[config.mk]
export PLATFORM = sky130hd
export DESIGN_NAME = thermal_fan_duty_controller
export DESIGN_NICKNAME = d
export VERILOG_FILES = /design/src/hw/fan_ctrl_pkg.sv /design/src/hw/thermal_fan_duty_controller.sv
export SDC_FILE = /design/constraint.sdc
export NUM_CORES = 1
export LEC_CHECK = 0
export ABC_AREA = 1
export BUFFER_PORTS_ARGS = -buffer_cell sky130_fd_sc_hd__clkbuf_2
export CAP_MARGIN = 20
export CELL_PAD_IN_SITES_DETAIL_PLACEMENT = 1
export CELL_PAD_IN_SITES_GLOBAL_PLACEMENT = 1
export CORE_ASPECT_RATIO = 1.1
export CORE_MARGIN = 1
export CORE_UTILIZATION = 43
export DETAILED_ROUTE_END_ITERATION = 8
export PLACE_DENSITY = 0.93
export SETUP_SLACK_MARGIN = 0.02
export SLEW_MARGIN = 20
export SYNTH_ARGS = -nofsm -noshare
export SYNTH_HDL_FRONTEND = slang
export SYNTH_SLANG_ARGS = --single-unit
[constraint.sdc]
create_clock -name clk_sys_i -period 6.7 [get_ports clk_sys_i]
set_input_delay 1.34 -clock clk_sys_i [delete_from_list [all_inputs] [get_ports clk_sys_i]]
set_output_delay 1.34 -clock clk_sys_i [all_outputs]
set_load 0.1 [all_outputs]
[src/hw/fan_ctrl_pkg.sv]
// constants, register map and types for the thermal fan duty controller
package fan_ctrl_pkg;
   // clock and time base
   localparam int unsigned CLK_HZ           = 100_000_000;
   localparam int unsigned CLK_PERIOD_NS    = 10;
   localparam int unsigned SAMPLE_PERIOD_MS = 1000;
   localparam int unsigned SEC_CYCLES       = SAMPLE_PERIOD_MS * (1_000_000 / CLK_PERIOD_NS);
   localparam int unsigned PWM_HZ           = 32;
   localparam int unsigned DUTY_STEPS       = 64;
   localparam int unsigned PWM_SLOT_CYCLES  = CLK_HZ / (PWM_HZ * DUTY_STEPS);
   localparam int unsigned FAN_EVAL_SECS    = 4;
   localparam int unsigned FAULT_WIN_SECS   = 2;
   localparam int unsigned TACH_MIN_PULSES  = 32;
   localparam int unsigned START_DELAY_SECS = 2;
   localparam int unsigned SPINUP_SECS      = 2;
   localparam int unsigned START_DUTY_STEPS = 19;
   localparam int unsigned MIN_DUTY_MAX     = 25;

   // threshold tables: base + step * (3 * hi_code + lo_code)
   localparam logic [7:0] UPPER_BASE_C = 8'h14;
   localparam logic [7:0] LOWER_BASE_C = 8'h0f;
   localparam logic [7:0] ALARM_BASE_C = 8'h3c;
   localparam logic [7:0] LIMIT_STEP_C = 8'h05;

   // three-state select pin codes
   localparam logic [1:0] SEL_LOW  = 2'h0;
   localparam logic [1:0] SEL_OPEN = 2'h1;
   localparam logic [1:0] SEL_HIGH = 2'h2;

   // register map, byte addresses
   localparam logic [7:0] CTRL_OFS   = 8'h00;
   localparam logic [7:0] STATUS_OFS = 8'h04;
   localparam logic [7:0] TEMP_OFS   = 8'h08;

   // field positions
   localparam int unsigned CTRL_MODE_LSB   = 0;
   localparam int unsigned CTRL_CLEAR_BIT  = 8;
   localparam int unsigned STAT_STATE_LSB  = 8;
   localparam int unsigned STAT_HOT_BIT    = 16;
   localparam int unsigned STAT_FAULT_BIT  = 17;
   localparam int unsigned STAT_FULL_BIT   = 18;

   typedef enum logic [1:0] {
      SENSE_TACH   = 2'b00,
      SENSE_LOCKED = 2'b01,
      SENSE_OFF    = 2'b10
   } sense_mode_t;
   localparam sense_mode_t CTRL_MODE_RST = SENSE_TACH;

   typedef enum logic [1:0] {
      ST_WAIT = 2'b00,
      ST_SPIN = 2'b01,
      ST_RUN  = 2'b10,
      ST_OFF  = 2'b11
   } fan_state_t;
endpackage

[src/hw/thermal_fan_duty_controller.sv]
// temperature driven fan pwm duty controller with alarms and ahb-lite registers
module thermal_fan_duty_controller
   import fan_ctrl_pkg::*;
#(
   parameter int unsigned SEC_CYC    = fan_ctrl_pkg::SEC_CYCLES,
   parameter int unsigned SLOT_CYC   = fan_ctrl_pkg::PWM_SLOT_CYCLES,
   parameter int unsigned WAIT_SECS  = fan_ctrl_pkg::START_DELAY_SECS,
   parameter int unsigned SPIN_SECS  = fan_ctrl_pkg::SPINUP_SECS,
   parameter bit          START_OPT  = 1'b0,
   parameter int unsigned START_DUTY = fan_ctrl_pkg::START_DUTY_STEPS
) (
   // clock, reset, enable
   input  wire logic        clk_sys_i,
   input  wire logic        nrst_i,
   input  wire logic        ce_i,
   // ahb-lite slave
   input  wire logic        hsel_i,
   input  wire logic [7:0]  haddr_i,
   input  wire logic [1:0]  htrans_i,
   input  wire logic        hwrite_i,
   input  wire logic [2:0]  hsize_i,
   input  wire logic [31:0] hwdata_i,
   input  wire logic        hready_i,
   output logic             hreadyout_o,
   output logic             hresp_o,
   output logic [31:0]      hrdata_o,
   // temperature front end, same clock
   input  wire logic [7:0]  temp_a_i,
   input  wire logic        temp_a_bad_i,
   input  wire logic [7:0]  temp_b_i,
   input  wire logic        temp_b_bad_i,
   // three-state select pins, asynchronous
   input  wire logic [1:0]  upper_limit_sel_lo_i,
   input  wire logic [1:0]  upper_limit_sel_hi_i,
   input  wire logic [1:0]  lower_limit_sel_lo_i,
   input  wire logic [1:0]  lower_limit_sel_hi_i,
   input  wire logic [1:0]  alarm_limit_sel_lo_i,
   input  wire logic [1:0]  alarm_limit_sel_hi_i,
   // fan sense pins, asynchronous
   input  wire logic        fan_sense_in_a_i,
   input  wire logic        fan_sense_in_b_i,
   // fan drive and alarms
   output logic             pwm_out_o,
   output logic             overheat_alarm_n_o,
   output logic             overheat_alarm_n_oe_o,
   output logic             fan_fault_alarm_n_o,
   output logic             fan_fault_alarm_n_oe_o
);
   import fan_ctrl_pkg::*;

   localparam int unsigned SW = $clog2(SEC_CYC);
   localparam int unsigned PW = (SLOT_CYC > 1) ? $clog2(SLOT_CYC) : 1;
   localparam logic [6:0]  FULL_DUTY = 7'(DUTY_STEPS);
   localparam logic [6:0]  START_D   = 7'(START_DUTY);
   localparam logic [6:0]  FLOOR_D   = START_OPT ? 7'(START_DUTY) : 7'h00;

   if (SEC_CYC < 4 || SLOT_CYC < 1 || WAIT_SECS < 1 || WAIT_SECS > 15 ||
       SPIN_SECS < 1 || SPIN_SECS > 15 || START_DUTY > MIN_DUTY_MAX) begin : g_bad_param
      $error("thermal_fan_duty_controller: parameter out of range");
   end

   // ---------------- time base ----------------
   logic [SW-1:0] sec_cnt_reg;
   logic [1:0]    quad_cnt_reg;
   wire           sec_tick  = ce_i && (sec_cnt_reg == SW'(SEC_CYC - 1));
   wire           eval_tick = sec_tick && (quad_cnt_reg == 2'(FAN_EVAL_SECS - 1));

   always_ff @(posedge clk_sys_i) begin
      if (!nrst_i) begin
         sec_cnt_reg  <= '0;
         quad_cnt_reg <= '0;
      end else if (ce_i) begin
         sec_cnt_reg <= sec_tick ? '0 : sec_cnt_reg + SW'(1);
         if (sec_tick) begin
            quad_cnt_reg <= quad_cnt_reg + 2'h1;
         end
      end
   end

   // ---------------- select pins ----------------
   // hold codes in two flops; pins are straps but may still move
   logic [11:0] sel_s1_reg;
   logic [11:0] sel_s2_reg;
   wire  [11:0] sel_raw = {alarm_limit_sel_hi_i, alarm_limit_sel_lo_i,
                           lower_limit_sel_hi_i, lower_limit_sel_lo_i,
                           upper_limit_sel_hi_i, upper_limit_sel_lo_i};

   always_ff @(posedge clk_sys_i) begin
      if (!nrst_i) begin
         sel_s1_reg <= '0;
         sel_s2_reg <= '0;
      end else if (ce_i) begin
         sel_s1_reg <= sel_raw;
         sel_s2_reg <= sel_s1_reg;
      end
   end

   function automatic logic [7:0] limit_of(input logic [1:0] hi, input logic [1:0] lo,
                                           input logic [7:0] base);
      logic [3:0] idx;
      logic [3:0] h;
      logic [3:0] l;
      h   = (hi == SEL_LOW) ? 4'h0 : (hi == SEL_OPEN) ? 4'h1 : 4'h2;
      l   = (lo == SEL_LOW) ? 4'h0 : (lo == SEL_OPEN) ? 4'h1 : 4'h2;
      idx = 4'(h * 4'h3) + l;
      return base + 8'(idx * LIMIT_STEP_C);
   endfunction

   wire [7:0] upper_fan_limit = limit_of(sel_s2_reg[3:2], sel_s2_reg[1:0],
                                         UPPER_BASE_C);
   wire [7:0] lower_fan_limit = limit_of(sel_s2_reg[7:6], sel_s2_reg[5:4],
                                         LOWER_BASE_C);
   wire [7:0] alarm_limit     = limit_of(sel_s2_reg[11:10], sel_s2_reg[9:8],
                                         ALARM_BASE_C);

   // ---------------- temperature ----------------
   wire [7:0] eff_a    = temp_a_bad_i ? 8'h00 : temp_a_i;
   wire [7:0] eff_b    = temp_b_bad_i ? 8'h00 : temp_b_i;
   wire [7:0] temp_now = (eff_a > eff_b) ? eff_a : eff_b;
   logic [7:0] temp_reg;
   logic       hot_reg;

   always_ff @(posedge clk_sys_i) begin
      if (!nrst_i) begin
         temp_reg <= 8'h00;
         hot_reg  <= 1'b0;
      end else if (sec_tick) begin
         temp_reg <= temp_now;
         if (temp_now > alarm_limit) begin
            hot_reg <= 1'b1;
         end else if (temp_now < alarm_limit) begin
            hot_reg <= 1'b0;
         end
      end
   end

   // ---------------- duty state machine ----------------
   fan_state_t state_reg;
   fan_state_t state_next;
   logic [6:0] duty_reg;
   logic [6:0] duty_next;
   logic [3:0] phase_reg;
   logic [3:0] phase_next;
   wire        above_upper = temp_now > upper_fan_limit;
   wire        below_lower = temp_now < lower_fan_limit;
   wire        full_duty   = duty_reg == FULL_DUTY;

   always_comb begin
      state_next = state_reg;
      duty_next  = duty_reg;
      phase_next = phase_reg;
      case (state_reg)
         ST_WAIT: begin
            duty_next = 7'h00;
            if (sec_tick) begin
               phase_next = phase_reg + 4'h1;
               if (phase_reg == 4'(WAIT_SECS - 1)) begin
                  state_next = ST_SPIN;
                  duty_next  = FULL_DUTY;
                  phase_next = 4'h0;
               end
            end
         end
         ST_SPIN: begin
            duty_next = FULL_DUTY;
            if (sec_tick) begin
               phase_next = phase_reg + 4'h1;
               if (phase_reg == 4'(SPIN_SECS - 1)) begin
                  state_next = ST_RUN;
                  duty_next  = START_D;
                  phase_next = 4'h0;
               end
            end
         end
         ST_RUN: begin
            if (eval_tick) begin
               if (above_upper) begin
                  if (!full_duty) begin
                     duty_next = duty_reg + 7'h01;
                  end
               end else if (below_lower && duty_reg > FLOOR_D) begin
                  duty_next = duty_reg - 7'h01;
                  if (!START_OPT && duty_reg == 7'h01) begin
                     state_next = ST_OFF;
                  end
               end
            end
         end
         ST_OFF: begin
            duty_next = 7'h00;
            if (eval_tick && above_upper) begin
               state_next = ST_SPIN;
               duty_next  = FULL_DUTY;
               phase_next = 4'h0;
            end
         end
         default: begin
            state_next = ST_OFF;
            duty_next  = 7'h00;
         end
      endcase
   end

   always_ff @(posedge clk_sys_i) begin
      if (!nrst_i) begin
         state_reg <= START_OPT ? ST_WAIT : ST_OFF;
         duty_reg  <= 7'h00;
         phase_reg <= 4'h0;
      end else if (ce_i) begin
         state_reg <= state_next;
         duty_reg  <= duty_next;
         phase_reg <= phase_next;
      end
   end

   // ---------------- pwm generator ----------------
   // fixed 32 hz frame of 64 slots; duty 64 keeps the output high throughout
   logic [PW-1:0] slot_cyc_reg;
   logic [5:0]    slot_reg;
   logic          pwm_reg;
   wire           slot_end = slot_cyc_reg == PW'(SLOT_CYC - 1);

   always_ff @(posedge clk_sys_i) begin
      if (!nrst_i) begin
         slot_cyc_reg <= '0;
         slot_reg     <= 6'h00;
         pwm_reg      <= 1'b0;
      end else if (ce_i) begin
         slot_cyc_reg <= slot_end ? '0 : slot_cyc_reg + PW'(1);
         if (slot_end) begin
            slot_reg <= slot_reg + 6'h01;
         end
         pwm_reg <= {1'b0, slot_reg} < duty_next;
      end
   end

   // ---------------- fan sense ----------------
   sense_mode_t mode_reg;
   logic        win_open_reg;
   logic [1:0]  win_secs_reg;
   wire         win_end = sec_tick && full_duty && win_open_reg &&
                          (win_secs_reg == 2'(FAULT_WIN_SECS - 1));
   wire         win_clr = !full_duty || (sec_tick && !win_open_reg) || win_end;
   wire  [1:0]  sense_raw = {fan_sense_in_b_i, fan_sense_in_a_i};
   logic [1:0]  ch_fail;

   // window opens on the first second boundary at full duty, so it spans exactly 2 s
   always_ff @(posedge clk_sys_i) begin
      if (!nrst_i) begin
         win_open_reg <= 1'b0;
         win_secs_reg <= 2'h0;
      end else if (ce_i) begin
         if (!full_duty) begin
            win_open_reg <= 1'b0;
            win_secs_reg <= 2'h0;
         end else if (sec_tick) begin
            win_open_reg <= 1'b1;
            win_secs_reg <= (win_end || !win_open_reg) ? 2'h0 : win_secs_reg + 2'h1;
         end
      end
   end

   for (genvar c = 0; c < 2; c++) begin : g_sense
      logic [1:0] sync_reg;
      logic [1:0] hist_reg;
      logic       level_reg;
      logic [5:0] pulses_reg;
      logic       seen_high_reg;
      // a level must agree on two samples before it counts as an edge
      wire        stable_hi = hist_reg == 2'b11;
      wire        stable_lo = hist_reg == 2'b00;
      wire        rise      = stable_hi && !level_reg;

      always_ff @(posedge clk_sys_i) begin
         if (!nrst_i) begin
            sync_reg      <= 2'b11;
            hist_reg      <= 2'b11;
            level_reg     <= 1'b1;
            pulses_reg    <= 6'h00;
            seen_high_reg <= 1'b0;
         end else if (ce_i) begin
            sync_reg <= {sync_reg[0], sense_raw[c]};
            hist_reg <= {hist_reg[0], sync_reg[1]};
            if (stable_hi) begin
               level_reg <= 1'b1;
            end else if (stable_lo) begin
               level_reg <= 1'b0;
            end
            if (win_clr) begin
               pulses_reg    <= 6'h00;
               seen_high_reg <= 1'b0;
            end else if (win_open_reg) begin
               if (rise && pulses_reg != 6'(TACH_MIN_PULSES)) begin
                  pulses_reg <= pulses_reg + 6'h01;
               end
               if (level_reg) begin
                  seen_high_reg <= 1'b1;
               end
            end
         end
      end

      assign ch_fail[c] = (mode_reg == SENSE_TACH)   ? (pulses_reg < 6'(TACH_MIN_PULSES)) :
                          (mode_reg == SENSE_LOCKED) ? !seen_high_reg : 1'b0;
   end

   // ---------------- ahb-lite slave ----------------
   logic        fault_reg;
   logic        ap_wr_reg;
   logic [7:0]  ap_addr_reg;
   logic [31:0] rdata_reg;
   wire         ap_take  = hsel_i && hready_i && htrans_i[1];
   wire         wr_ctrl  = ap_wr_reg && (ap_addr_reg == CTRL_OFS);
   wire         sw_clear = wr_ctrl && hwdata_i[CTRL_CLEAR_BIT];
   wire  [31:0] ctrl_rd  = {30'h0, mode_reg};
   wire  [31:0] stat_rd  = {13'h0, full_duty, fault_reg, hot_reg,
                            6'h0, state_reg, 1'b0, duty_reg};
   wire  [31:0] temp_rd  = {alarm_limit, lower_fan_limit, upper_fan_limit, temp_reg};
   wire  [31:0] rd_mux   = (haddr_i == CTRL_OFS)   ? ctrl_rd :
                           (haddr_i == STATUS_OFS) ? stat_rd :
                           (haddr_i == TEMP_OFS)   ? temp_rd : 32'h0000_0000;

   always_ff @(posedge clk_sys_i) begin
      if (!nrst_i) begin
         ap_wr_reg   <= 1'b0;
         ap_addr_reg <= 8'h00;
         rdata_reg   <= 32'h0000_0000;
         mode_reg    <= CTRL_MODE_RST;
      end else if (ce_i) begin
         ap_wr_reg   <= ap_take && hwrite_i;
         ap_addr_reg <= haddr_i;
         if (ap_take && !hwrite_i) begin
            rdata_reg <= rd_mux;
         end
         if (wr_ctrl) begin
            mode_reg <= (hwdata_i[1:0] == 2'b11) ? SENSE_OFF : sense_mode_t'(hwdata_i[1:0]);
         end
      end
   end

   // a failing window wins over a clear in the same cycle
   always_ff @(posedge clk_sys_i) begin
      if (!nrst_i) begin
         fault_reg <= 1'b0;
      end else if (ce_i) begin
         if (win_end && |ch_fail) begin
            fault_reg <= 1'b1;
         end else if (sw_clear) begin
            fault_reg <= 1'b0;
         end
      end
   end

   assign hreadyout_o            = 1'b1;
   assign hresp_o                = 1'b0;
   assign hrdata_o               = rdata_reg;
   assign pwm_out_o              = pwm_reg;
   assign overheat_alarm_n_o     = 1'b0;
   assign overheat_alarm_n_oe_o  = hot_reg;
   assign fan_fault_alarm_n_o    = 1'b0;
   assign fan_fault_alarm_n_oe_o = fault_reg;
endmodule

==> metrics.md <==
| Metric | Value |
|---|---|
| Syn Area/Cell | `7.28 sq um` |
| Worst path most repeated cell | `nand2_1` |
| Hpwl dp | `20600 microns` |
| Post-Syn Instances | `1318` |
| Initial DRC count | `497` |
| H-tree depth | `4` |
| VDD IR max | `about 170 uV` |
| Post-synth top area cell | `dfxtp_1` |
| Row Count | `56` |
| Vias | `around 9300` |
| Diode count | `0` |
| CTS resizes | `0` |
| Worst slew pin tran | `between 1 and 1.5 ns` |
| Synth area leaders | `dfxtp_1 (35%), ha_1 (11%), nand2_1 (8.9%)` |
| Critical-path top delay cell | `dfxtp_1` |
| Final setup fails | `0` |
| Area Overhead vs Synth | `12.6%` |
| Status | `finished, final reports clean` |
| First-pass GRT wire length | `47700 microns` |
| Setup TNS Final | `0 ns` |
| Initial antenna violation count | `0` |
| Synth unique cells | `between 50 and 60` |
| Worst hold path type | `reg2reg` |
| Core Footprint | `21600 sq um` |
| Worst setup SP type | `register` |
| CP Class | `reg2reg` |
| Vias in the first global route | `9719` |
| Overall power | `2.50 mW` |
| Count leader, synth | `nand2_1` |
| RSZ-0062 raised after global routing | `no` |
| Drt via density | `5.51` |
| Final wirelength | `29600 microns` |
| Post-synthesis simple-gate area fraction | `24.3%` |
| CTS root buf | `clkbuf_16` |
| Top cells by count, synth | `nand2_1 (228), inv_1 (201), dfxtp_1 (168)` |
| Clk slew on worst S/H paths | `0.08 ns` |
| Register bit total from synthesis | `168` |
| Worst Path Required | `~7.1 ns` |
| Synth Area in Compound Gates | `between 10% and 20%` |
| Port bufs | `83` |
| Final GP Congestion | `0.893` |
| Fin crit share | `84.7%` |
| Share of the synthesized area in the top cell type | `35.1%` |
| CTS tree | `done` |
| Die W | `roughly 140 microns` |
| Relative slew slack | `30.6%` |
| Die Area | `22900 sq um` |
| # nets final | `1558` |
| Post-synth top flop | `dfxtp_1` |
| Synth Area in XOR/XNOR | `1.37%` |
| Global route total overflow | `0` |
| Latest clock arrival within the worst-skew pair | `about 0.46 ns` |
| Sink Count | `168` |
| Die Ht | `about 160 microns` |
| PwrDens | `232 nW/um^2` |
| Max Fanout on Critical Path | `6` |
| Largest family of logic cells by synthesized area | `simple AND/OR/NAND/NOR gates` |
| Seq/Total Area, Yosys | `35.1%` |
| DRC Markers | `0` |
| Worst EP arrival | `6.07 ns` |
| Async SR Flop Fraction | `0%` |
| Largest net degree at the start of global routing | `51` |
| Final max-slew violation count | `0` |
| Final antenna-violating net count | `0` |
| Critical path's largest stage delay | `0.45 ns` |
| F_max | `176 MHz` |
| Total setup buffers inserted after CTS | `0` |
| # hold bufs at CTS | `0` |
| YS warnings | `0` |
| Max reg flops | `31` |
| I/O pin count | `about 120` |
| Synth Cell Area | `9590 sq um` |
| Maximum clock insertion buffer count | `2` |
| Worst path bufs/invs | `8` |
| Drt wl/cell | `17.6 microns` |
| Cts bufs inserted | `17` |
| Cell family with most CP delay | `adder cells` |
| Multiplexer share of the synthesized area | `0%` |
| # Max-Cap Violations | `0` |
| Endpoint type of the worst setup path | `register` |
| First-pass DRT Iterations | `5` |
| Reg2reg setup slack | `1.03 ns` |
| Static Leakage | `4.64 nW` |
| Hold Fails Final Rpt | `0` |
| Share of layout cells above drive strength 1 | `11.8%` |
| Number of flops mapped to enable cells by yosys | `0` |
| Area share of fa/ha/maj cells after synthesis | `between 10% and 20%` |
| Post-route minimum period | `5.67 ns` |
| Clock skew | `0.0166 ns` |
| Initial core utilization | `between 40% and 50%` |
| GRT Util Overall | `a little over a quarter` |
[cell type report]
type	count	area, sq um
Clock buffer	21	460
Tap cell	290	363
Timing Repair Buffer	91	475
Clock inverter	10	119
Inverter	207	777
Fill cell	2791	10800
Multi-Input combinational cell	896	5240
Sequential cell	168	3360
[routing by layer]
metal / part of all wire, % / vias up / wire length [microns] / global-route usage (%)
li1: - / 4458 / - / -
met1: 42 / 4515 / 12300 / 29.7
met2: 51 / 216 / 15200 / 48.9
met3: 3.7 / 85 / 1100 / 4.81
met4: 3.4 / 0 / 1010 / 13.8
met5: 0 / - / 0 / 0
[where the power goes]
part | internal (mW) | leakage, nW | switching, mW
Clock | 0.568 | 0.276 | 0.440
Combinational | 0.150 | 3.01 | 0.310
Sequential | 1.02 | 1.36 | 0.0150
[worst paths after layout]
| check | from | endpoint | cells after the start |
|---|---|---|---|
| hold / removal | hrdata_o[14] | hrdata_o[14] | 2 |
| setup reg to reg | sel_s2_reg[7] | pwm_out_o | 35 |
| setup / recovery | sel_s2_reg[7] | pwm_out_o | 35 |
| hold reg to reg | hrdata_o[14] | hrdata_o[14] | 2 |
[worst reg2reg max path: cells and delay by family, from the launching register on]
kind / cells / cell delay, ns
buffers and inverters: 8 / 0.70
XOR/XNOR: 1 / 0.15
flip-flops: 1 / 0.45
AO/OA/AOI/OAI: 5 / 1.05
AND/OR/NAND/NOR: 14 / 1.20
adder cells (fa/ha/maj): 7 / 2.08
[stage by stage]
stage / hold slack [ns] / worst slack (ns) / cells / area [sq um] / util (%)
after floorplan: 0.429 / 1.88 / 1322 / 9610 / -
after global placement: 0.431 / 1.26 / 1652 / 10200 / 47.3
after detailed placement: 0.435 / 0.973 / 1652 / 10200 / 47.3
after CTS: 0.445 / 1.05 / 1683 / 10800 / 50.0
after global routing: 0.473 / 0.620 / 1683 / 10800 / 50.0
final: 0.446 / 1.03 / 1683 / 10800 / 50.0
[logic make-up (layout without fill, tap and decap cells)]
| group | Yosys count | in the layout |
|---|---|---|
| AO/OA/AOI/OAI | 273 | 273 |
| adder cells (fa/ha/maj) | 94 | 94 |
| XOR/XNOR | 15 | 15 |
| flip-flops | 168 | 168 |
| buffers and inverters | 258 | 329 |
| other | 2 | 6 |
| AND/OR/NAND/NOR | 508 | 508 |
[placed cells by master, fill, tap and decap left out, types with 7 or more instances in the layout]
| cell | n |
|---|---|
| nand2_1 | 228 |
| inv_1 | 201 |
| dfxtp_1 | 168 |
| a21oi_1 | 122 |
| nor2_1 | 113 |
| o21ai_0 | 90 |
| ha_1 | 87 |
| clkbuf_2 | 83 |
| nand3_1 | 52 |
| nor3_1 | 31 |
| nor4_1 | 19 |
| clkbuf_16 | 17 |
| nand4_1 | 13 |
| xor2_1 | 12 |
| o22ai_1 | 12 |
| nand2_2 | 11 |
| o211ai_1 | 11 |
| nor3b_1 | 10 |
| buf_4 | 8 |
| fa_1 | 7 |
Power figures use the tool's default switching activity.
